## src/include/mbc_pkg.sv

```systemverilog
package mbc_pkg;
  // apb map, byte addresses
  localparam logic [7:0] MBC_CFG_OFS = 8'h00;
  localparam logic [7:0] MBC_CTRL_OFS = 8'h04;
  localparam logic [7:0] MBC_CMD_OFS = 8'h08;
  localparam logic [7:0] MBC_DELAY_OFS = 8'h0C;
  localparam logic [7:0] MBC_STATUS_OFS = 8'h10;
  // cfg fields
  localparam int MBC_CFG_APP_LSB = 0;
  localparam int MBC_CFG_TYPE_LSB = 2;
  localparam int MBC_CFG_MODE_LSB = 4;
  localparam int MBC_CFG_RET_LSB = 6;
  // ctrl fields
  localparam int MBC_CTRL_EN_BIT = 0;
  localparam int MBC_CTRL_WALK_BIT = 1;
  localparam int MBC_CTRL_PROG_BIT = 2;
  // cmd fields, write-one pulses
  localparam int MBC_CMD_MAN_ON_BIT = 0;
  localparam int MBC_CMD_MAN_OFF_BIT = 1;
  localparam int MBC_CMD_EXT_MOT_BIT = 2;
  localparam int MBC_CMD_DIS_ON_BIT = 3;
  localparam int MBC_CMD_DIS_OFF_BIT = 4;
  // reset values
  localparam logic [7:0] MBC_CFG_RST = 8'h00;
  localparam logic [2:0] MBC_CTRL_RST = 3'h0;
  localparam logic [15:0] MBC_DELAY_RST = 16'h0BB8;
  // timer base: 1 ms tick at 25 MHz
  localparam int MBC_CLK_HZ = 25000000;
  localparam int MBC_TICK_US = 1000;
  localparam int MBC_TICK_CYCLES = MBC_CLK_HZ / 1000000 * MBC_TICK_US;

  typedef enum logic [1:0] {
    MBC_APP_CEILING = 2'b00,
    MBC_APP_PRESENCE = 2'b01,
    MBC_APP_DETECTOR = 2'b10,
    MBC_APP_LIGHT = 2'b11
  } mbc_app_e;

  typedef enum logic [1:0] {
    MBC_TYPE_SINGLE = 2'b00,
    MBC_TYPE_MAIN = 2'b01,
    MBC_TYPE_EXT = 2'b10,
    MBC_TYPE_RSVD = 2'b11
  } mbc_type_e;

  typedef enum logic [1:0] {
    MBC_MODE_FULL = 2'b00,
    MBC_MODE_MAN_ON = 2'b01,
    MBC_MODE_MAN_OFF = 2'b10,
    MBC_MODE_RSVD = 2'b11
  } mbc_mode_e;

  typedef enum logic [1:0] {
    MBC_RET_BASIC = 2'b00,
    MBC_RET_DISABLE = 2'b01,
    MBC_RET_DETECT = 2'b10,
    MBC_RET_RESTORE = 2'b11
  } mbc_ret_e;

  typedef enum logic [1:0] {
    MBC_ST_BASIC = 2'b00,
    MBC_ST_DETECT = 2'b01,
    MBC_ST_DISABLED = 2'b10
  } mbc_state_e;
endpackage

```

## src/logic/mbc_block_ctrl.sv

```systemverilog
`timescale 1ns/1ps
// Operation
// - detector application forces application type to single device
// - light presence only on first block, type single or main only
// - ceiling/presence blocks use configured mode for start and end
// - fully automatic: motion plus brightness starts detection, no manual step
// - manual-on mode ignores all motion until a manual on arrives
// - manual on starts first detection and transmission delay together
// - manual-on mode ends by delay or manual off, then needs new on
// - auto-on/manual-off starts automatically, sends begin, starts no delay
// - auto-on/manual-off ends only on manual off, then ready again
// - auto-on/manual-off mode refused for light presence application
// - bus return behaviour only for single device or main unit
// - basic return: no motion, no delay, no disabling, no telegram
// - basic return with light control drops presence indication
// - disabling return enters disabling and sends disabling begin telegram
// - disabling on bus return records basic as previous state
// - disabling return with light control passes disabling indication
// - detection return enters detection at once, no evaluation delay
// - restore return reloads state held before bus failure
// - skip return behaviour when inactive, walking test or after programming
module mbc_block_ctrl
  import mbc_pkg::*;
#(
  parameter bit FIRST_BLOCK = 1'b1,
  parameter int TICK_CYCLES = MBC_TICK_CYCLES
) (
  // clock and reset
  input wire logic pclk,
  input wire logic presetn,
  // apb slave
  input wire logic psel,
  input wire logic penable,
  input wire logic pwrite,
  input wire logic [7:0] paddr,
  input wire logic [31:0] pwdata,
  output logic [31:0] prdata,
  output logic pready,
  output logic pslverr,
  // pins, asynchronous
  input wire logic motion_pin,
  input wire logic bright_ok_pin,
  input wire logic bus_ok_pin,
  // telegram requests and light control
  output logic tx_begin,
  output logic tx_end,
  output logic tx_dis_begin,
  output logic presence_out,
  output logic light_disable_out
);
  // config and control registers
  logic [7:0] cfg_reg, cfg_next;
  logic [2:0] ctrl_reg, ctrl_next;
  logic [15:0] delay_reg, delay_next;
  logic [31:0] rdata_reg, rdata_next;
  logic err_reg, err_next;
  // block state
  mbc_state_e st_reg, st_next, prev_reg, prev_next, sv_st_reg, sv_st_next;
  mbc_state_e sv_prev_reg, sv_prev_next;
  logic armed_reg, armed_next, sv_armed_reg, sv_armed_next;
  logic txb_reg, txb_next, txe_reg, txe_next, txd_reg, txd_next;
  logic pres_reg, pres_next, ldis_reg, ldis_next;
  // synchronisers
  logic [1:0] mot_sync, brt_sync, bus_sync;
  logic mot_d, bus_d;
  // decoded
  mbc_app_e app_eff;
  mbc_type_e type_eff;
  mbc_mode_e mode_eff;
  mbc_ret_e ret_cfg;
  logic wr, rd, hit, cmd_wr;
  logic man_on, man_off, motion, dis_on, dis_off;
  logic bus_ret, bus_fail, bright, light;
  logic t_start, t_stop, t_active, t_expire;

  // two-flop synchronisers; edges look only at the second stage
  always_ff @(posedge pclk or negedge presetn) begin
    if (!presetn) begin
      mot_sync <= 2'b00;
      brt_sync <= 2'b00;
      bus_sync <= 2'b00;
      mot_d <= 1'b0;
      bus_d <= 1'b0;
    end else begin
      mot_sync <= {mot_sync[0], motion_pin};
      brt_sync <= {brt_sync[0], bright_ok_pin};
      bus_sync <= {bus_sync[0], bus_ok_pin};
      mot_d <= mot_sync[1];
      bus_d <= bus_sync[1];
    end
  end

  // effective configuration
  always_comb begin
    ret_cfg = mbc_ret_e'(cfg_reg[MBC_CFG_RET_LSB +: 2]);
    app_eff = mbc_app_e'(cfg_reg[MBC_CFG_APP_LSB +: 2]);
    if (app_eff == MBC_APP_LIGHT && !FIRST_BLOCK) begin
      app_eff = MBC_APP_PRESENCE;
    end
    type_eff = mbc_type_e'(cfg_reg[MBC_CFG_TYPE_LSB +: 2]);
    if (app_eff == MBC_APP_DETECTOR || type_eff == MBC_TYPE_RSVD) begin
      type_eff = MBC_TYPE_SINGLE;
    end
    if (app_eff == MBC_APP_LIGHT && type_eff == MBC_TYPE_EXT) begin
      type_eff = MBC_TYPE_SINGLE;
    end
    mode_eff = mbc_mode_e'(cfg_reg[MBC_CFG_MODE_LSB +: 2]);
    if (mode_eff == MBC_MODE_RSVD || app_eff == MBC_APP_DETECTOR) begin
      mode_eff = MBC_MODE_FULL;
    end
    if (app_eff == MBC_APP_LIGHT && mode_eff == MBC_MODE_MAN_OFF) begin
      mode_eff = MBC_MODE_FULL;
    end
  end

  assign light = (app_eff == MBC_APP_LIGHT);
  assign bright = brt_sync[1];
  assign bus_ret = bus_sync[1] && !bus_d;
  assign bus_fail = !bus_sync[1] && bus_d;
  // apb decode; answer in the access cycle, no wait states
  assign wr = psel && penable && pwrite;
  assign rd = psel && !penable && !pwrite;
  assign hit = (paddr[1:0] == 2'b00) && (paddr <= MBC_STATUS_OFS);
  assign cmd_wr = wr && (paddr == MBC_CMD_OFS);
  assign man_on = cmd_wr && pwdata[MBC_CMD_MAN_ON_BIT];
  assign man_off = cmd_wr && pwdata[MBC_CMD_MAN_OFF_BIT];
  assign dis_on = cmd_wr && pwdata[MBC_CMD_DIS_ON_BIT];
  assign dis_off = cmd_wr && pwdata[MBC_CMD_DIS_OFF_BIT];
  assign motion = (mot_sync[1] && !mot_d) || (cmd_wr && pwdata[MBC_CMD_EXT_MOT_BIT]);
  assign pready = 1'b1;
  assign prdata = rdata_reg;
  assign pslverr = err_reg;
  always_comb begin
    cfg_next = cfg_reg;
    ctrl_next = ctrl_reg;
    delay_next = delay_reg;
    rdata_next = rdata_reg;
    err_next = psel && !penable && !hit;
    if (rd) begin
      unique case (paddr)
        MBC_CFG_OFS: rdata_next = {24'h00_0000, cfg_reg[7:6], mode_eff, type_eff, app_eff};
        MBC_CTRL_OFS: rdata_next = {29'h0000_0000, ctrl_reg};
        MBC_DELAY_OFS: rdata_next = {16'h0000, delay_reg};
        MBC_STATUS_OFS: rdata_next = {24'h00_0000, ldis_reg, pres_reg, t_active,
                                      armed_reg, prev_reg, st_reg};
        default: rdata_next = 32'h0000_0000;
      endcase
    end
    if (wr && paddr == MBC_CFG_OFS && !ctrl_reg[MBC_CTRL_EN_BIT]) begin
      cfg_next = pwdata[7:0];
    end
    if (wr && paddr == MBC_CTRL_OFS) begin
      ctrl_next = pwdata[2:0];
    end
    if (wr && paddr == MBC_DELAY_OFS) begin
      delay_next = pwdata[15:0];
    end
  end

  // block state machine
  always_comb begin
    st_next = st_reg;
    prev_next = prev_reg;
    armed_next = armed_reg;
    sv_st_next = sv_st_reg;
    sv_prev_next = sv_prev_reg;
    sv_armed_next = sv_armed_reg;
    txb_next = 1'b0;
    txe_next = 1'b0;
    txd_next = 1'b0;
    t_start = 1'b0;
    t_stop = 1'b0;
    if (bus_fail) begin
      sv_st_next = st_reg;
      sv_prev_next = prev_reg;
      sv_armed_next = armed_reg;
    end
    if (bus_ret && ctrl_reg[MBC_CTRL_EN_BIT] && !ctrl_reg[MBC_CTRL_WALK_BIT] &&
        !ctrl_reg[MBC_CTRL_PROG_BIT] &&
        (type_eff == MBC_TYPE_SINGLE || type_eff == MBC_TYPE_MAIN)) begin
      armed_next = 1'b0;
      unique case (ret_cfg)
        MBC_RET_BASIC: begin
          st_next = MBC_ST_BASIC;
          t_stop = 1'b1;
        end
        MBC_RET_DISABLE: begin
          st_next = MBC_ST_DISABLED;
          t_stop = 1'b1;
          txd_next = 1'b1;
          prev_next = MBC_ST_BASIC;
        end
        MBC_RET_DETECT: begin
          st_next = MBC_ST_DETECT;
          txb_next = 1'b1;
          armed_next = (mode_eff == MBC_MODE_MAN_ON);
          t_start = (mode_eff != MBC_MODE_MAN_OFF);
        end
        MBC_RET_RESTORE: begin
          st_next = sv_st_reg;
          prev_next = sv_prev_reg;
          armed_next = sv_armed_reg;
          // delay restarts in full, the remainder is not kept
          t_start = (sv_st_reg == MBC_ST_DETECT) && (mode_eff != MBC_MODE_MAN_OFF);
        end
      endcase
    end else if (st_reg == MBC_ST_DISABLED) begin
      if (dis_off) begin
        st_next = prev_reg;
        t_start = (prev_reg == MBC_ST_DETECT) && (mode_eff != MBC_MODE_MAN_OFF);
      end
    end else if (dis_on) begin
      prev_next = st_reg;
      st_next = MBC_ST_DISABLED;
      t_stop = 1'b1;
      txd_next = 1'b1;
    end else begin
      unique case (mode_eff)
        MBC_MODE_MAN_ON: begin
          if (st_reg == MBC_ST_BASIC) begin
            if (man_on) begin
              st_next = MBC_ST_DETECT;
              armed_next = 1'b1;
              txb_next = 1'b1;
              t_start = 1'b1;
            end
          end else if (man_off || t_expire) begin
            st_next = MBC_ST_BASIC;
            armed_next = 1'b0;
            txe_next = 1'b1;
            t_stop = 1'b1;
          end else if (motion && armed_reg) begin
            t_start = 1'b1;
          end
        end
        MBC_MODE_MAN_OFF: begin
          if (st_reg == MBC_ST_BASIC) begin
            if (motion && bright) begin
              st_next = MBC_ST_DETECT;
              txb_next = 1'b1;
            end
          end else if (man_off) begin
            st_next = MBC_ST_BASIC;
            txe_next = 1'b1;
          end
        end
        default: begin
          if (st_reg == MBC_ST_BASIC) begin
            if (motion && bright) begin
              st_next = MBC_ST_DETECT;
              txb_next = 1'b1;
              t_start = 1'b1;
            end
          end else if (t_expire) begin
            st_next = MBC_ST_BASIC;
            txe_next = 1'b1;
          end else if (motion) begin
            t_start = 1'b1;
          end
        end
      endcase
    end
    pres_next = light && (st_next == MBC_ST_DETECT);
    ldis_next = light && (st_next == MBC_ST_DISABLED);
  end

  always_ff @(posedge pclk or negedge presetn) begin
    if (!presetn) begin
      cfg_reg <= MBC_CFG_RST;
      ctrl_reg <= MBC_CTRL_RST;
      delay_reg <= MBC_DELAY_RST;
      rdata_reg <= 32'h0000_0000;
      err_reg <= 1'b0;
      st_reg <= MBC_ST_BASIC;
      prev_reg <= MBC_ST_BASIC;
      sv_st_reg <= MBC_ST_BASIC;
      sv_prev_reg <= MBC_ST_BASIC;
      armed_reg <= 1'b0;
      sv_armed_reg <= 1'b0;
      txb_reg <= 1'b0;
      txe_reg <= 1'b0;
      txd_reg <= 1'b0;
      pres_reg <= 1'b0;
      ldis_reg <= 1'b0;
    end else begin
      cfg_reg <= cfg_next;
      ctrl_reg <= ctrl_next;
      delay_reg <= delay_next;
      rdata_reg <= rdata_next;
      err_reg <= err_next;
      st_reg <= st_next;
      prev_reg <= prev_next;
      sv_st_reg <= sv_st_next;
      sv_prev_reg <= sv_prev_next;
      armed_reg <= armed_next;
      sv_armed_reg <= sv_armed_next;
      txb_reg <= txb_next;
      txe_reg <= txe_next;
      txd_reg <= txd_next;
      pres_reg <= pres_next;
      ldis_reg <= ldis_next;
    end
  end
  assign tx_begin = txb_reg;
  assign tx_end = txe_reg;
  assign tx_dis_begin = txd_reg;
  assign presence_out = pres_reg;
  assign light_disable_out = ldis_reg;
  mbc_delay_timer #(.TICK_CYCLES(TICK_CYCLES), .W(16)) u_delay (
    .pclk(pclk),
    .presetn(presetn),
    .start(t_start),
    .stop(t_stop),
    .len(delay_reg),
    .active(t_active),
    .expire(t_expire)
  );
endmodule // mbc_block_ctrl

```

## src/logic/mbc_delay_timer.sv

```systemverilog
`timescale 1ns/1ps
module mbc_delay_timer
  import mbc_pkg::*;
#(
  parameter int TICK_CYCLES = MBC_TICK_CYCLES,
  parameter int W = 16
) (
  // clock and reset
  input wire logic pclk,
  input wire logic presetn,
  // control
  input wire logic start,
  input wire logic stop,
  input wire logic [W-1:0] len,
  // status
  output logic active,
  output logic expire
);
  logic [31:0] pre_reg, pre_next;
  logic [W-1:0] cnt_reg, cnt_next;
  logic act_reg, act_next;
  logic exp_reg, exp_next;
  logic tick;

  assign tick = (pre_reg == 32'(TICK_CYCLES - 1));
  assign active = act_reg;
  assign expire = exp_reg;

  always_comb begin
    pre_next = tick ? 32'h0000_0000 : pre_reg + 32'h0000_0001;
    cnt_next = cnt_reg;
    act_next = act_reg;
    exp_next = 1'b0;
    if (stop) begin
      act_next = 1'b0;
    end else if (start) begin
      // retrigger restarts the prescaler so each run is at least len ms
      pre_next = 32'h0000_0000;
      cnt_next = len;
      act_next = 1'b1;
    end else if (act_reg && tick) begin
      if (cnt_reg <= W'(1)) begin
        act_next = 1'b0;
        exp_next = 1'b1;
      end else begin
        cnt_next = cnt_reg - W'(1);
      end
    end
  end

  always_ff @(posedge pclk or negedge presetn) begin
    if (!presetn) begin
      pre_reg <= 32'h0000_0000;
      cnt_reg <= '0;
      act_reg <= 1'b0;
      exp_reg <= 1'b0;
    end else begin
      pre_reg <= pre_next;
      cnt_reg <= cnt_next;
      act_reg <= act_next;
      exp_reg <= exp_next;
    end
  end
endmodule // mbc_delay_timer

```

## config.mk

```make
export PLATFORM = sky130hd
export DESIGN_NAME = mbc_block_ctrl
export DESIGN_NICKNAME = d
export VERILOG_FILES = /design/src/include/mbc_pkg.sv /design/src/logic/mbc_block_ctrl.sv /design/src/logic/mbc_delay_timer.sv
export SDC_FILE = /design/constraint.sdc
export NUM_CORES = 1
export LEC_CHECK = 0
export BUFFER_PORTS_ARGS = -buffer_cell sky130_fd_sc_hd__buf_4
export CORE_UTILIZATION = 31
export DETAILED_ROUTE_END_ITERATION = 10
export PLACE_DENSITY_LB_ADDON = 0.3
export SKIP_LAST_GASP = 1
export SYNTH_ARGS = -nofsm -noshare
export SYNTH_HDL_FRONTEND = slang
export SYNTH_SLANG_ARGS = --single-unit
export TNS_END_PERCENT = 10
```

## constraint.sdc

```tcl
create_clock -name pclk -period 3.2 [get_ports pclk]
set_input_delay 0.96 -clock pclk [delete_from_list [all_inputs] [get_ports pclk]]
set_output_delay 0.96 -clock pclk [all_outputs]
set_load 0.05 [all_outputs]
```

# ---- Word level (Yosys, flattened, before mapping)
# Cells that the tools add are included.
dict set report word_totals {
  reg_bits 133
  in_bits 48
  output_inout_bits 39
  wordCells 205
}
dict set report classes {
  addsub 2
  n_lt_le_gt_ge 2
  n_eq_ne 28
  mux 85
  n_bitwise 1
  n_reduce_logical 62
}
# cell count
set ops {}
lappend ops {{2-to-1 mux 32 bit} 3}
lappend ops {{one-hot mux 16 bit (4 select lines)} 1}
lappend ops {{2-to-1 mux 1 bit} 52}
lappend ops {{2-to-1 mux 16 bit} 3}
lappend ops {{2-to-1 mux 2 bit} 19}
lappend ops {{adder 32 x 1 -> 32 bit, second input constant} 1}
lappend ops {{== test 32 x 15 -> 1 bit, second input constant} 1}
lappend ops {{logical AND 1 bit} 32}
lappend ops {{== test 2 bit, second input constant} 11}
lappend ops {{== test 8 x 4 -> 1 bit, second input constant} 2}
lappend ops {{<= comparator 16 x 1 -> 1 bit, second input constant} 1}
lappend ops {{subtractor 16 x 1 -> 16 bit, second input constant} 1}
lappend ops {{== test 2 x 1 -> 1 bit, second input constant} 6}
lappend ops {{zero test 1 bit} 9}
lappend ops {{nonzero test 3 bit} 3}
lappend ops {{== test 8 x 3 -> 1 bit, second input constant} 1}
lappend ops {{== test 8 x 5 -> 1 bit, second input constant} 1}
lappend ops {{<= comparator 8 x 5 -> 1 bit, second input constant} 1}
lappend ops {{zero test 2 bit} 4}
lappend ops {{zero test 8 bit} 1}
lappend ops {{one-hot mux 1 bit (2 select lines)} 4}
lappend ops {{one-hot mux 2 bit (2 select lines)} 2}
lappend ops {{one-hot mux 2 bit (4 select lines)} 1}
lappend ops {{inequality test 2 bit, second input constant} 3}
lappend ops {{10 further kinds} 17}

# ---- Logic depth before layout (Yosys ltp)
dict set report logic_depth {
  word_depth 15
  ltp_mapped 13
  depth_no_buf 11
}

# ---- Hierarchy
# A second synthesis with hierarchy kept.
dict set report hier_totals {
  cells_unflattened 640
  hier_area_um2 6316.1
}
# mod n_inst cells_per_inst area_per_inst_um2 seq_area_each_um2
set modules_own_cells {}
lappend modules_own_cells {mbc_block_ctrl 1 315 3382.0 1685.4}
lappend modules_own_cells {mbc_delay_timer 1 325 2934.1 1251.2}

# ---- Worst setup path before layout
# OpenSTA, ideal clock, no wires.
dict set report synth_path {
  kind {input-to-reg}
  startpoint {input port paddr[4]}
  endpoint {register u_delay.cnt_reg[4]}
  setup_ns 0.126
  arrival_ns 3.174
  t_required_ns 3.074
  setup_slack_ns -0.100
  path_stages 9
  path_buffers 2
  path_cell_list {or4_1 -> buf_2 -> nor4_4 -> a22o_1 -> nand3_1 -> a31oi_1 -> buf_2 -> a21oi_1 -> a311o_1}
}
dict set report synth_between {
  elab_chain_cells 14
  elab_cells_between_ends 35
  cone_classes {eq/ne (2); mux (20); bitwise (1); reduce/logical (12)}
}
# item line
set synth_rtl {}
lappend synth_rtl {{start, declared} mbc_block_ctrl.sv:35} ;# input wire logic [7:0] paddr,
lappend synth_rtl {{== test 8 x 4 -> 1 bit *} mbc_block_ctrl.sv:124} ;# assign cmd_wr = wr && (paddr == MBC_CMD_OFS);
lappend synth_rtl {{logical AND 1 bit *} mbc_block_ctrl.sv:124}
lappend synth_rtl {{logical AND 1 bit} mbc_block_ctrl.sv:129} ;# assign motion = (mot_sync[1] && !mot_d) || (cmd_wr && pwdata[MBC_CMD_EXT_MOT_BIT]);
lappend synth_rtl {{logical OR 1 bit} mbc_block_ctrl.sv:129}
lappend synth_rtl {{logical AND 1 bit} mbc_block_ctrl.sv:232} ;# end else if (motion && armed_reg) begin
lappend synth_rtl {{2-to-1 mux 1 bit} mbc_block_ctrl.sv:232}
lappend synth_rtl {{2-to-1 mux 1 bit} mbc_block_ctrl.sv:227} ;# end else if (man_off || t_expire) begin
lappend synth_rtl {{2-to-1 mux 1 bit} mbc_block_ctrl.sv:220} ;# if (st_reg == MBC_ST_BASIC) begin
lappend synth_rtl {{one-hot mux 1 bit (2 select lines)} mbc_block_ctrl.sv:218} ;# unique case (mode_eff)
lappend synth_rtl {{2-to-1 mux 1 bit} mbc_block_ctrl.sv:212} ;# end else if (dis_on) begin
lappend synth_rtl {{2-to-1 mux 1 bit} mbc_block_ctrl.sv:207} ;# end else if (st_reg == MBC_ST_DISABLED) begin
lappend synth_rtl {{2-to-1 mux 1 bit} mbc_block_ctrl.sv:178} ;# if (bus_ret && ctrl_reg[MBC_CTRL_EN_BIT] && !ctrl_reg[MBC_CTRL_WALK_BIT] &&
lappend synth_rtl {{inequality test 2 bit (no line) / nonzero test 2 bit (equally long branches)} -}
lappend synth_rtl {{AND reduction 3 bit (no line)} -}
lappend synth_rtl {{end signal, assigned} mbc_delay_timer.sv:59} ;# cnt_reg <= cnt_next;
lappend synth_rtl {{end, declared} mbc_delay_timer.sv:20} ;# logic [W-1:0] cnt_reg, cnt_next;
# Mark *: on every way between the ends. The rest lies on a longest branch, timed or not.
# A chain may end at the register's enable or synchronous reset.

# ---- Worst setup path in the final report
dict set report layout_path {
  startpoint {register cfg_reg[1]}
  endpoint {register u_delay.cnt_reg[11]}
}
dict set report layout_between {
  elab_chain_cells 13
  elab_cells_between_ends 36
  cone_classes {eq/ne (9); mux (15); bitwise (1); reduce/logical (11)}
}
# item line
set layout_rtl {}
lappend layout_rtl {{start, declared} mbc_block_ctrl.sv:52} ;# logic [7:0] cfg_reg, cfg_next;
lappend layout_rtl {{start signal, assigned} mbc_block_ctrl.sv:286} ;# cfg_reg <= cfg_next;
lappend layout_rtl {{== test 2 bit} {mbc_block_ctrl.sv:101, mbc_block_ctrl.sv:108}}
lappend layout_rtl {{logical OR 1 bit} mbc_block_ctrl.sv:108} ;# if (mode_eff == MBC_MODE_RSVD || app_eff == MBC_APP_DETECTOR) begin
lappend layout_rtl {{2-to-1 mux 2 bit} mbc_block_ctrl.sv:108}
lappend layout_rtl {{== test 2 bit} mbc_block_ctrl.sv:111} ;# if (app_eff == MBC_APP_LIGHT && mode_eff == MBC_MODE_MAN_OFF) begin
lappend layout_rtl {{logical AND 1 bit} mbc_block_ctrl.sv:111}
lappend layout_rtl {{2-to-1 mux 2 bit} mbc_block_ctrl.sv:111}
lappend layout_rtl {{== test 2 bit (tied with other cells)} mbc_block_ctrl.sv:218}
lappend layout_rtl {{one-hot mux 1 bit (2 select lines) (tied with other cells)} mbc_block_ctrl.sv:218}
lappend layout_rtl {{2-to-1 mux 1 bit, on equally long branches} {mbc_block_ctrl.sv:212, mbc_block_ctrl.sv:208}}
lappend layout_rtl {{2-to-1 mux 1 bit} mbc_block_ctrl.sv:207}
lappend layout_rtl {{2-to-1 mux 1 bit} mbc_block_ctrl.sv:178}
lappend layout_rtl {{inequality test 2 bit (no line) (tied with other cells)} -}
lappend layout_rtl {{AND reduction 3 bit (no line)} -}
# Parallel ways exist; a longest one is shown, timed or not.

==> summary.md <==
| Metric | Value |
|---|---|
| Status | finished clean |
| CP Launch Type | register |
| Hold Startpoint | mot_sync[0] |
| Met1 Usage GRT | 0.231 |
| Max cap viols | 0 |
| Share of cells above drive strength 1 | 0.250 |
| Worst Hold Class | reg -> reg |
| Pwr Total | 4.31 mW |
| Synthesis-to-layout area growth | 25.5% |
| YS warnings | 0 |
| Cell variety after synth | 72 |
| Fin worst setup slack | 0.150 ns |
| Ports | 87 |
| TritonCTS buffer count | 17 |
| Crit path time final | 3.05 ns |
| Dpl hpwl | 11,000 um |
| Ant diodes | 0 |
| Critical path type | reg -> reg |
| Post-Synthesis Cells | 627 |
| Max_slew headroom | 0.521 |
| Post-CTS Setup Bufs | 0 |
| Final WL | 15,500 um |
| Clock skew | 0.0112 ns |
| Final RePlAce weighted congestion | 0.855 |
| Row cnt | 51 |
| Largest net degree at the start of global routing | 52 |
| Die Ht | 143 um |
| Crit share post-route | 0.953 |
| Wire per inst | 15.6 um |
| Gr ovfl total | 0 |
| Worst R2R Path Depth | 12 |
| Top-count cell post-synth | dfrtp_1 |
| DR iter-0 viols | 442 |
| GRT Total Usage | 0.164 |
| Syn Area/Cell | 9.80 um2 |
| Number of remaining DRC errors | 0 |
| Power Dens Cells | 558 nW/um2 |
| Worst Tran Pin Value | 0.718 ns |
| CTS Root Cell | clkbuf_16 |
| Number of cells on the worst hold path | 0 |
| Synthesis-stage register bit count | 117 |
| Max-slew violations | 0 |
| Mapped Area | 6150 um2 |
| Peak supply drop | 392 uV |
| First-pass GRT wire length | 25,800 um |
| Initial core utilization | 0.316 |
| Max reg flops | 32 |
| Core footprint | 19,500 um2 |
| FMAX | 328 MHz |
| Worst path required time | 3.51 ns |
| Top cell type's share of synthesized area | 0.448 |
| CTS Buffer Depth | 2 |
| Register area share after synthesis | 0.478 |
| Final ANT Viol Nets | 0 |
| DIE AREA | 20,400 um2 |
| RSZ-0062 raised after global routing | no |
| Min-Delay Endpoint | mot_sync[1] |
| Place WS | -0.299 ns |
| Final Hold Viols | 0 |
| M2 GR Usage | 0.245 |
| CTS tree | built |
| Asr flop ratio synth | 1.00 |
| Chip width | 143 um |
| EDFF count, synth | 0 |
| Via count | 4,921 |
| Cell taking the most area after synthesis | dfrtp_1 |
| Clock latency on the worst-skew pair | 0.42 ns |
| Initial antenna violation count | 0 |
| GR peak layer | met2 |
| Fillers | 1,926 |
| Crit path DAT | 3.36 ns |
| Reg-to-reg endpoint | u_delay.cnt_reg[11] |
| Top FF cell, synth | dfrtp_1 |
| Commonest cells post-synth | dfrtp_1, nand2_1, nor2_1 |
| Met3 Resource Use GR | 0.0382 |
| Htree depth | 4 |
| Vias/cell | 4.98 |
| # nets final | 764 |
| Sink Count | 117 |
| Worst r2r src | cfg_reg[1] |
| Vias in the first global route | 4,816 |
| Setup violators final | 0 |
| Synth area leaders | dfrtp_1, mux2_2, nand2_1 |
| CP max FO | 21 |
| Clk slew on worst S/H paths | 0.06 ns |
| DRT Pass-1 Iters | 5 |
| Worst setup EP type | register |
| Reg2Reg Setup Slack | 0.15 ns |
| Leakage | 3.47 nW |
| Buffers on Ports | 53 |
[area by class of cell]
class / count / area, um2 / area share
Sequential cell: 117 / 2940 / 0.381
Timing Repair Buffer: 97 / 828 / 0.107
Clock inverter: 13 / 149 / 0.0193
Tap cell: 265 / 332 / 0.0430
Multi-Input combinational cell: 463 / 2960 / 0.384
Inverter: 15 / 56.3 / 0.00730
Clock buffer: 19 / 453 / 0.0587
[per-stage QoR]
stage	hold WS (ns)	instances	cell area, um2	util	setup TNS, ns
6_report	0.349	989	7710	0.396	0
5_1_grt	0.360	989	7710	0.396	0
4_1_cts	0.353	989	7710	0.396	0
3_5_place_dp	0.336	957	7110	0.365	-8.58
3_3_place_gp	0.338	957	7110	0.365	-9.91
2_1_floorplan	0.331	642	6200	-	-0.194
[kinds of logic (layout without fill, tap and decap cells)]
group | Yosys count | in the layout | synth area share
simple gates | 261 | 261 | 0.224
flops | 117 | 117 | 0.478
compound gates | 114 | 114 | 0.128
buf+inv | 62 | 144 | 0.0509
mux | 36 | 36 | 0.0649
xor+xnor | 30 | 30 | 0.0427
fa+ha+maj | 5 | 5 | 0.0102
other cells | 2 | 17 | 0.00122
[per-layer routing]
metal  wire [um]  vias up
li1            -     2417
met1        7600     2335
met2        6760      150
met3         858       19
met4         258        0
met5           0        -
[report_power, final]
| group | internal, mW | leakage [nW] | switching [mW] |
|---|---|---|---|
| logic | 0.262 | 1.65 | 0.371 |
| clock network | 1.19 | 0.286 | 0.722 |
| registers | 1.60 | 1.53 | 0.154 |
| total | 3.06 | 3.47 | 1.25 |
[worst max path at each step]
stage                     startpoint             endpoint  slack, ns  cells past startpoint
after floorplan             paddr[4]  u_delay.cnt_reg[15]      -0.04                      9
after global placement      paddr[4]  u_delay.cnt_reg[11]      -0.28                     10
after detailed placement    paddr[4]  u_delay.cnt_reg[11]      -0.30                     10
after CTS                 cfg_reg[1]  u_delay.cnt_reg[11]       0.12                     12
after global routing      cfg_reg[1]  u_delay.cnt_reg[11]       0.02                     12
final                     cfg_reg[1]  u_delay.cnt_reg[11]       0.15                     12
[critical path, stage by stage (launching register included)]
cell and delay, ns:
dfrtp_1 0.44, nor2b_1 0.18, nor3b_1 0.30, inv_1 0.08
ha_1 0.30, inv_1 0.11, nand2_1 0.06, o41ai_1 0.37
nand3_1 0.18, a31oi_2 0.32, buf_12 0.20, nand2_1 0.15
o221a_1 0.26
[layout by cell type, fill, tap and decap left out, types with 5 or more instances in the layout]
master	netlist	final
buf_12	0	8
nor3_1	12	12
nand3_1	28	28
nor3b_1	5	5
inv_1	15	15
nor4_1	15	15
nor2_1	56	56
xnor2_1	11	11
mux2_2	31	31
or3_1	5	5
a211o_1	5	5
ha_1	5	5
a211oi_1	6	6
and3_1	16	16
nand2_1	69	69
or4_1	8	8
a21o_1	5	5
a222oi_1	5	5
buf_4	18	89
xor2_1	19	19
dfstp_2	7	7
o21ai_1	6	6
dfrtp_1	110	110
o21ai_0	27	27
clkbuf_16	0	17
clkinv_4	0	5
mux2i_1	5	5
a22oi_1	5	5
a21oi_1	20	20
conb_1	2	17
nand4_1	10	10
[what timing repair did]
item	CTS	global route
hold buffers	0	0
gates resized for setup	0	1
endpoints found under the setup margin	0	4
Note: power is estimated with default switching activity, not from simulation.
